File: config.mk
export PLATFORM = sky130hd
export DESIGN_NAME = rxaf_top
export DESIGN_NICKNAME = d
export VERILOG_FILES = /design/src/core/rxaf_pkg.sv /design/src/core/rxaf_top.sv
export VERILOG_INCLUDE_DIRS = /design/src /design/src/core
export SDC_FILE = /design/constraint.sdc
export NUM_CORES = 1
export LEC_CHECK = 0
export ABC_CLOCK_PERIOD_IN_PS = 8900
export BUFFER_PORTS_ARGS = -buffer_cell sky130_fd_sc_hd__buf_2
export CAP_MARGIN = 20
export CORE_MARGIN = 10
export CORE_UTILIZATION = 50
export DETAILED_ROUTE_END_ITERATION = 10
export GPL_TIMING_DRIVEN = 0
export PLACE_DENSITY = 0.7
export SYNTH_ARGS = -nofsm -noshare
export SYNTH_HDL_FRONTEND = slang
export SYNTH_SLANG_ARGS = --single-unit
File: constraint.sdc
create_clock -name mclk -period 8.9 [get_ports mclk]
set_input_delay 0.445 -clock mclk [delete_from_list [all_inputs] [get_ports mclk]]
set_output_delay 0.445 -clock mclk [all_outputs]
set_load 0.05 [all_outputs]
File: src/core/rxaf_defines.svh
// constants of the receive address filter and wake-up frame detector
`ifndef RXAF_DEFINES_SVH
`define RXAF_DEFINES_SVH

`define RXAF_OFS_MAC_CONTROL 8'h00
`define RXAF_OFS_ADDR_HIGH 8'h04
`define RXAF_OFS_ADDR_LOW 8'h08
`define RXAF_OFS_HASH_HIGH 8'h0c
`define RXAF_OFS_HASH_LOW 8'h10
`define RXAF_OFS_WAKE_CS 8'h14
`define RXAF_OFS_WAKE_PORT 8'h18

`define RXAF_CTL_PASS_MC 0
`define RXAF_CTL_ACCEPT_ALL 1
`define RXAF_CTL_INVERSE 2
`define RXAF_CTL_HASH_ONLY 3
`define RXAF_CTL_HASH_PERF 4
`define RXAF_CTL_WIDTH 5

`define RXAF_WCS_ENABLE 0
`define RXAF_WCS_RECEIVED 1
`define RXAF_WCS_IRQ_EN 2
`define RXAF_WCS_PME_EN 3

`define RXAF_FCMD_ENABLE 0
`define RXAF_FCMD_MCAST 3
`define RXAF_MASK_BITS 31
`define RXAF_WORD_CMD 3'h4
`define RXAF_WORD_OFS 3'h5
`define RXAF_WORD_CRC10 3'h6
`define RXAF_WORD_CRC32 3'h7

`define RXAF_DA_LAST 8'h05
`define RXAF_CNT_MAX 8'hff
`define RXAF_CRC32_INIT 32'hffffffff
`define RXAF_CRC32_POLY 32'hedb88320
`define RXAF_CRC16_INIT 16'hffff
`define RXAF_CRC16_POLY 16'ha001

`endif

File: src/core/rxaf_pkg.sv
// types of the receive address filter and wake-up frame detector
package rxaf_pkg;
    typedef struct packed {
        logic valid;
        logic sof;
        logic eof;
        logic [7:0] data;
    } rxaf_rx_s;

    typedef struct packed {
        logic valid;
        logic pass;
        logic mcast;
    } rxaf_dec_s;

    typedef enum logic [1:0] {
        FR_IDLE,
        FR_ADDR,
        FR_BODY
    } rxaf_frame_e;
endpackage

File: src/core/rxaf_top.sv
// receive address filter and wake-up frame detector with AHB-Lite registers
`timescale 1ns/1ps
`include "rxaf_defines.svh"

module rxaf_top #(
    parameter int NUM_FILTERS = 4
) (
    input wire logic mclk,
    input wire logic sys_rst,
    input wire logic hsel,
    input wire logic [31:0] haddr,
    input wire logic [1:0] htrans,
    input wire logic hwrite,
    input wire logic [2:0] hsize,
    input wire logic [31:0] hwdata,
    input wire logic hready,
    output logic [31:0] hrdata,
    output logic hreadyout,
    output logic hresp,
    input wire rxaf_pkg::rxaf_rx_s rx_in,
    input wire logic pwr_state_d1,
    output rxaf_pkg::rxaf_dec_s addr_dec,
    output logic rx_accept,
    output logic host_irq,
    output logic power_event_output
);

    function automatic logic [31:0] crc32_byte(input logic [31:0] c,
                                               input logic [7:0] d);
        logic [31:0] r;
        r = c;
        for (int b = 0; b < 8; b++) begin
            r = (r[0] ^ d[b]) ? ((r >> 1) ^ `RXAF_CRC32_POLY) : (r >> 1);
        end
        return r;
    endfunction

    function automatic logic [15:0] crc16_byte(input logic [15:0] c,
                                               input logic [7:0] d);
        logic [15:0] r;
        r = c;
        for (int b = 0; b < 8; b++) begin
            r = (r[0] ^ d[b]) ? ((r >> 1) ^ `RXAF_CRC16_POLY) : (r >> 1);
        end
        return r;
    endfunction

    // bus slave: zero wait states, always OKAY
    logic wr_pend_reg;
    logic [7:0] wr_addr_reg;
    logic [31:0] hrdata_reg;
    logic [`RXAF_CTL_WIDTH-1:0] mac_control_reg;
    logic [15:0] addr_high_reg;
    logic [31:0] addr_low_reg;
    logic [31:0] hash_high_reg;
    logic [31:0] hash_low_reg;
    logic wake_frame_enable_reg;
    logic wake_frame_received_flag_reg;
    logic irq_en_reg;
    logic pme_en_reg;
    logic [31:0] wf_reg [0:7];
    logic [2:0] wf_ptr_reg;
    logic host_irq_reg;
    logic pme_reg;

    wire addr_ph = hsel & htrans[1] & hready;
    wire [7:0] a_ofs = {haddr[7:2], 2'b00};
    wire wr_ctl = wr_pend_reg && wr_addr_reg == `RXAF_OFS_MAC_CONTROL;
    wire wr_ahi = wr_pend_reg && wr_addr_reg == `RXAF_OFS_ADDR_HIGH;
    wire wr_alo = wr_pend_reg && wr_addr_reg == `RXAF_OFS_ADDR_LOW;
    wire wr_hhi = wr_pend_reg && wr_addr_reg == `RXAF_OFS_HASH_HIGH;
    wire wr_hlo = wr_pend_reg && wr_addr_reg == `RXAF_OFS_HASH_LOW;
    wire wr_wcs = wr_pend_reg && wr_addr_reg == `RXAF_OFS_WAKE_CS;
    wire wr_wport = wr_pend_reg && wr_addr_reg == `RXAF_OFS_WAKE_PORT;

    wire [31:0] wcs_word = {28'h0000000, pme_en_reg, irq_en_reg,
                            wake_frame_received_flag_reg,
                            wake_frame_enable_reg};
    wire [31:0] rd_mux =
        (a_ofs == `RXAF_OFS_MAC_CONTROL) ? {27'h0000000, mac_control_reg} :
        (a_ofs == `RXAF_OFS_ADDR_HIGH) ? {16'h0000, addr_high_reg} :
        (a_ofs == `RXAF_OFS_ADDR_LOW) ? addr_low_reg :
        (a_ofs == `RXAF_OFS_HASH_HIGH) ? hash_high_reg :
        (a_ofs == `RXAF_OFS_HASH_LOW) ? hash_low_reg :
        (a_ofs == `RXAF_OFS_WAKE_CS) ? wcs_word :
        (a_ofs == `RXAF_OFS_WAKE_PORT) ? wf_reg[wf_ptr_reg] :
        32'h00000000;

    assign hreadyout = 1'b1;
    assign hresp = 1'b0;
    assign hrdata = hrdata_reg;

    always_ff @(posedge mclk) begin
        if (sys_rst) begin
            wr_pend_reg <= 1'b0;
            wr_addr_reg <= 8'h00;
            hrdata_reg <= 32'h00000000;
        end else begin
            wr_pend_reg <= addr_ph & hwrite;
            wr_addr_reg <= a_ofs;
            if (addr_ph && !hwrite) begin
                hrdata_reg <= rd_mux;
            end
        end
    end

    always_ff @(posedge mclk) begin
        if (sys_rst) begin
            mac_control_reg <= '0;
            addr_high_reg <= 16'h0000;
            addr_low_reg <= 32'h00000000;
            hash_high_reg <= 32'h00000000;
            hash_low_reg <= 32'h00000000;
        end else begin
            if (wr_ctl) mac_control_reg <= hwdata[`RXAF_CTL_WIDTH-1:0];
            if (wr_ahi) addr_high_reg <= hwdata[15:0];
            if (wr_alo) addr_low_reg <= hwdata;
            if (wr_hhi) hash_high_reg <= hwdata;
            if (wr_hlo) hash_low_reg <= hwdata;
        end
    end

    // filter port: each write fills the next word, pointer wraps after 8
    always_ff @(posedge mclk) begin
        if (sys_rst) begin
            wf_ptr_reg <= 3'h0;
            for (int i = 0; i < 8; i++) wf_reg[i] <= 32'h00000000;
        end else if (wr_wport) begin
            wf_reg[wf_ptr_reg] <= hwdata;
            wf_ptr_reg <= wf_ptr_reg + 3'h1;
        end
    end

    // frame tracking
    rxaf_pkg::rxaf_frame_e st_reg;
    logic [7:0] cnt_reg;
    logic [47:0] da_reg;
    logic [31:0] crc32_reg;
    logic mc_reg;
    logic pass_reg;
    logic [15:0] crc16_reg [NUM_FILTERS];
    rxaf_pkg::rxaf_dec_s dec_reg;

    wire beat = rx_in.valid;
    wire [7:0] cur_idx = rx_in.sof ? 8'h00 : cnt_reg;
    wire in_frame = rx_in.sof || st_reg != rxaf_pkg::FR_IDLE;
    wire da_beat = beat && in_frame && cur_idx <= `RXAF_DA_LAST;
    wire da_done = beat && in_frame && cur_idx == `RXAF_DA_LAST;
    wire mc_now = (rx_in.sof) ? rx_in.data[0] : mc_reg;
    wire [47:0] da_next = {rx_in.data, da_reg[47:8]};
    wire [31:0] crc32_next =
        crc32_byte(rx_in.sof ? `RXAF_CRC32_INIT : crc32_reg, rx_in.data);
    wire [5:0] hash_idx = crc32_next[31:26];
    wire hash_hit = hash_idx[5] ? hash_high_reg[hash_idx[4:0]]
                                : hash_low_reg[hash_idx[4:0]];
    wire perfect_hit = da_next == {addr_high_reg, addr_low_reg};

    wire c_pam = mac_control_reg[`RXAF_CTL_PASS_MC];
    wire c_all = mac_control_reg[`RXAF_CTL_ACCEPT_ALL];
    wire c_inv = mac_control_reg[`RXAF_CTL_INVERSE];
    wire c_ho = mac_control_reg[`RXAF_CTL_HASH_ONLY];
    wire c_hp = mac_control_reg[`RXAF_CTL_HASH_PERF];
    wire hash_all = c_ho & c_hp;

    // odd mixes fall to the first arm that fits, accept-all first
    wire addr_pass =
        c_all ? 1'b1 :
        c_inv ? !perfect_hit :
        (mc_now && c_pam) ? 1'b1 :
        hash_all ? hash_hit :
        (mc_now && c_hp) ? hash_hit :
        perfect_hit;

    // D1 forces detection on whatever software wrote
    wire wake_active = wake_frame_enable_reg | pwr_state_d1;

    always_ff @(posedge mclk) begin
        if (sys_rst) begin
            st_reg <= rxaf_pkg::FR_IDLE;
            cnt_reg <= 8'h00;
        end else if (beat && in_frame) begin
            cnt_reg <= (cur_idx == `RXAF_CNT_MAX) ? cur_idx
                                                  : cur_idx + 8'h01;
            if (rx_in.eof) begin
                st_reg <= rxaf_pkg::FR_IDLE;
            end else if (da_done) begin
                st_reg <= rxaf_pkg::FR_BODY;
            end else if (rx_in.sof) begin
                st_reg <= rxaf_pkg::FR_ADDR;
            end
        end
    end

    always_ff @(posedge mclk) begin
        if (sys_rst) begin
            da_reg <= 48'h000000000000;
            crc32_reg <= `RXAF_CRC32_INIT;
            mc_reg <= 1'b0;
            pass_reg <= 1'b0;
        end else if (da_beat) begin
            da_reg <= da_next;
            crc32_reg <= crc32_next;
            mc_reg <= mc_now;
            pass_reg <= da_done & addr_pass;
        end
    end

    // per-filter masked CRC-16 over the bytes after each offset
    logic [15:0] crc16_next [NUM_FILTERS];
    logic [NUM_FILTERS-1:0] f_hit;
    always_comb begin
        logic [15:0] c;
        logic [7:0] fofs;
        logic [8:0] rel;
        logic [7:0] fcmd;
        c = 16'h0000;
        fofs = 8'h00;
        rel = 9'h000;
        fcmd = 8'h00;
        for (int i = 0; i < NUM_FILTERS; i++) begin
            c = rx_in.sof ? `RXAF_CRC16_INIT : crc16_reg[i];
            fofs = wf_reg[`RXAF_WORD_OFS][8*i +: 8];
            fcmd = wf_reg[`RXAF_WORD_CMD][8*i +: 8];
            rel = {1'b0, cur_idx} - {1'b0, fofs};
            // mask bit 31 is never looked at
            if (cur_idx >= fofs && rel < 9'(`RXAF_MASK_BITS) &&
                wf_reg[i][rel[4:0]]) begin
                c = crc16_byte(c, rx_in.data);
            end
            crc16_next[i] = c;
            f_hit[i] = fcmd[`RXAF_FCMD_ENABLE] &&
                (fcmd[`RXAF_FCMD_MCAST] == mc_reg) &&
                (c == wf_reg[`RXAF_WORD_CRC10 + 3'(i >> 1)]
                    [16*(i & 1) +: 16]);
        end
    end

    always_ff @(posedge mclk) begin
        if (sys_rst) begin
            for (int i = 0; i < NUM_FILTERS; i++) begin
                crc16_reg[i] <= `RXAF_CRC16_INIT;
            end
        end else if (beat && in_frame) begin
            for (int i = 0; i < NUM_FILTERS; i++) begin
                crc16_reg[i] <= crc16_next[i];
            end
        end
    end

    // only frames that passed address filtering can wake
    wire wake_hit = wake_active && beat && rx_in.eof && !rx_in.sof &&
        st_reg == rxaf_pkg::FR_BODY && pass_reg && |f_hit;

    always_ff @(posedge mclk) begin
        if (sys_rst) begin
            wake_frame_enable_reg <= 1'b0;
            wake_frame_received_flag_reg <= 1'b0;
            irq_en_reg <= 1'b0;
            pme_en_reg <= 1'b0;
        end else begin
            if (wr_wcs) begin
                wake_frame_enable_reg <= hwdata[`RXAF_WCS_ENABLE];
                irq_en_reg <= hwdata[`RXAF_WCS_IRQ_EN];
                pme_en_reg <= hwdata[`RXAF_WCS_PME_EN];
            end
            // a new wake frame wins over a same-cycle clear
            if (wake_hit) begin
                wake_frame_received_flag_reg <= 1'b1;
            end else if (wr_wcs && hwdata[`RXAF_WCS_RECEIVED]) begin
                wake_frame_received_flag_reg <= 1'b0;
            end
        end
    end

    // decision pulse; reception is gated off in wake mode
    always_ff @(posedge mclk) begin
        if (sys_rst) begin
            dec_reg <= '0;
            host_irq_reg <= 1'b0;
            pme_reg <= 1'b0;
        end else begin
            dec_reg.valid <= da_done;
            dec_reg.pass <= da_done & addr_pass & !wake_active;
            dec_reg.mcast <= da_done & mc_now;
            host_irq_reg <= wake_frame_received_flag_reg & irq_en_reg;
            pme_reg <= wake_frame_received_flag_reg & pme_en_reg;
        end
    end

    assign addr_dec = dec_reg;
    assign rx_accept = pass_reg & !wake_active &
                       st_reg == rxaf_pkg::FR_BODY;
    assign host_irq = host_irq_reg;
    assign power_event_output = pme_reg;

endmodule

==> metrics.md <==
| Metric | Value |
|---|---|
| Status | `completed` |
| Post-Synth Adder-Cell Area | `0.0160` |
| Largest register FFs | `256` |
| Area occupied by registers | `14700 um^2` |
| Sequential area share after synthesis | `0.444` |
| WHS | `0.0187 ns` |
| Critical path type | `in -> reg` |
| H-tree lvl count | `2` |
| Post-synth cell types | `93` |
| Highest Signal Layer | `met5` |
| Clock sinks | `575` |
| Initial Util | `0.505` |
| M1 WL | `47.3 mm` |
| Critical path capture point type | `flop` |
| Max Cap Viol | `0` |
| Non-filler instance count after layout | `about 4500` |
| Met2 WL | `52.3 mm` |
| Setup_tns | `0 ns` |
| CTS tree | `yes` |
| Ys async rst share | `0` |
| Drt drc | `0` |
| Peak VDD IR | `0.202 mV` |
| Worst setup startpoint | `rx_in[9]` |
| Critical R2R Capture | `wake_frame_received_flag_reg` |
| End point of the critical path | `wake_frame_received_flag_reg` |
| GRT overflow | `0` |
| Detail Placement HPWL | `92.0 mm` |
| Switch Pwr | `1.90 mW` |
| Pwr/cell area | `roughly 180 nW/um^2` |
| Layout area overhead | `11.7%` |
| Root Buffer | `clkbuf_16` |
| Via Count | `28700` |
| Mux contribution to synthesized area | `0.110` |
| # rows | `94` |
| Worst reg2reg path startpoint | `cnt_reg[2]` |
| Worst setup SP type | `input pin` |
| Slew headroom | `0.127` |
| Final Hold Viols | `0` |
| Top_reg_cell synth | `edfxtp_1` |
| GRT Overall Usage | `0.307` |
| Critical Path Fanout Max | `10` |
| Metal3 WL | `16.0 mm` |
| Setup ws final | `0.312 ns` |
| Top cells by area, synth | `edfxtp_1, dfxtp_1, mux4_2, xnor2_1, nand2_1` |
| Clk slew on worst S/H paths | `0.07 ns` |
| Comb pwr share | `0.147` |
| Syn nets | `3509` |
| Hold/Removal Path Class | `in -> reg` |
| Fin. max-slew vios | `0` |
| Final min period | `around 8.6 ns` |
| I/O pin cnt | `126` |
| Pleak | `around 13 nW` |
| Initial antenna violation count | `4` |
| CTS Buf Count | `a little over 60` |
| Final Wtd Congestion | `just over 1` |
| Largest family of logic cells by synthesized area | `simple AND/OR/NAND/NOR gates` |
| Simple-gate share of the synthesized area | `0.179` |
| Layout fillers | `5733` |
| Tot Pwr | `6.78 mW` |
| Most frequent cell after synthesis | `nand2_1` |
| CTS Buffer Depth | `3` |
| Post-synthesis compound-gate area fraction | `0.129` |
| Final period util | `0.965` |
| XOR/XNOR Fraction of Synth Area | `0.0812` |
| Cell Int Power | `4.87 mW` |
| Final Setup Violations | `0` |
| Final Util | `0.564` |
| Clock Power Share | `0.422` |
| Layout cells sized above 1 | `0.113` |
| Worst Skew | `slightly below 0.05 ns` |
| CP max stage cell | `clkbuf_1` |
| Number of synthesized flops with an enable pin | `320` |
| Sw Ratio | `0.281` |
| Final nets | `between 3000 and 4000` |
| Post-Syn Area per Cell | `9.81 um^2` |
| Slew @ Worst Pin | `1.30 ns` |
| Vias per inst | `6.43` |
| Leading area contributor after synthesis | `edfxtp_1` |
| Reg2Reg Setup Slack | `~2.1 ns` |
| Synth warn | `0` |
| Dpl cells | `4344` |
| RSZ-0062 raised after global routing | `no` |
| Arrival @ worst endpoint | `slightly above 9 ns` |
| Post-synthesis instance total | `around 3400` |
| First-pass GRT wire length | `around 180 mm` |
| Number of diodes | `0` |
| Fmax achieved | `0.116 GHz` |
| I/O Buffers | `85` |
| Largest net degree at the start of global routing | `66` |
| Total routed wirelength | `123 mm` |
| Area of the multi-input gates | `17200 um^2` |
| Core area | `approximately 66000 um^2` |
| Placement Setup Slack | `-1.35 ns` |
| Top-area cell type share of the netlist area | `0.290` |
| DR WL/cell | `27.6 um` |
| Post-route ant nets | `0` |
| Clock latency on the worst-skew pair | `0.69 ns` |
| Critical Path Max Stage Delay | `~0.64 ns` |
| Design area | `37100 um^2` |
| Placed Area | `34800 um^2` |
| Most frequent cells after synthesis | `nand2_1, edfxtp_1, a21oi_1` |
| Vias in the first global route | `26700` |
| Full die area | `just under 80000 um^2` |
| Seq pwr share | `0.431` |
| Mapped Area | `33200 um^2` |
| Critical Path RT | `about 9.5 ns` |
| Post-synthesis sequential element count | `575` |
| Die H | `278 um` |
| R2R depth | `16` |
| Starting DRT DRC Count | `approximately 4300` |
| Chip Width | `278 um` |
| First-pass detailed-route iteration total | `8` |
## how the worst min path moves through the flow
stage | start | end | slack [ns] | depth (start not counted)
after floorplan | crc32_reg[11] | crc32_reg[11] | 0.44 | 1
after global placement | hrdata[21] | hrdata[21] | 0.44 | 2
after detailed placement | hrdata[4] | hrdata[4] | 0.44 | 2
after CTS | hwdata[24] | hash_low_reg[24] | 0.008 | 3
after global routing | hwdata[25] | hash_low_reg[25] | 0.03 | 3
final | hwdata[24] | hash_low_reg[24] | 0.02 | 3
## power groups by stage
| stage | Combinational (mW) | Sequential [mW] | Clock (mW) |
|---|---|---|---|
| 6_report | 0.997 | 2.92 | 2.86 |
| 3_3_place_gp | 0.944 | 2.97 | 0 |
| 5_1_grt | 1.04 | 2.92 | 2.95 |
| 2_1_floorplan | 0.640 | 2.95 | 0 |
| 4_1_cts | 0.965 | 2.92 | 2.85 |
| 3_5_place_dp | 0.958 | 2.97 | 0 |
## layout by cell type, fill, tap and decap left out, types with 20 or more instances in the layout
cell type  instances
xor2_1            50
nor4_1            25
buf_2            103
nand2_1          436
mux2i_1          104
a211o_1           33
or3_1             21
a221oi_1          21
o211ai_1          34
a21oi_1          270
nor3_1            64
buf_1             20
mux4_2           108
and2_1           261
nand3_1           51
xnor2_1          204
clkbuf_16         62
inv_1             77
dfxtp_1          255
nor2_1           265
edfxtp_1         320
o21ai_0          130
ha_1              36
clkbuf_1         212
## metal layers
metal  vias to the layer above  global-route usage
met4                         6               0.171
met3                       416              0.0707
met5                         -                   0
li1                      12400                   -
met1                     13700               0.413
met2                      2109               0.452
## critical path, delay by kind of cell
kind / cells / cell delay (ns)
AOI/OAI and AO/OA: 6 / 1.51
adders and majority gates: 2 / 0.55
muxes: 2 / 1.00
buffers and inverters: 12 / 4.21
and+or+nand+nor: 3 / 1.41
## area by class of cell
type,count,share of cell area
Buffer,258,0.0280
Clock buffer,72,0.0445
Clock inverter,44,0.0154
Inverter,79,0.00800
Multi-Input combinational cell,2470,0.463
Sequential cell,575,0.397
Tap cell,864,0.0292
Timing Repair Buffer,99,0.0147
## cells by family (layout without fill, tap and decap cells)
kind of cell | count (synthesis) | after routing
AO/OA/AOI/OAI | 681 | 681
other | 2 | 2
XOR/XNOR | 277 | 277
flip-flops | 575 | 575
adder cells (fa/ha/maj) | 40 | 40
buffers and inverters | 338 | 552
multiplexers | 227 | 227
AND/OR/NAND/NOR | 1243 | 1243
## what timing repair did
action,in CTS,in global routing
endpoints found under the hold margin,1,0
gates cloned,0,0
pin swaps,0,0
resized for setup,3,7
endpoints found under the setup margin,6,1
buffers inserted,0,0
hold buffers,1,0
Power figures use the tool's default switching activity.
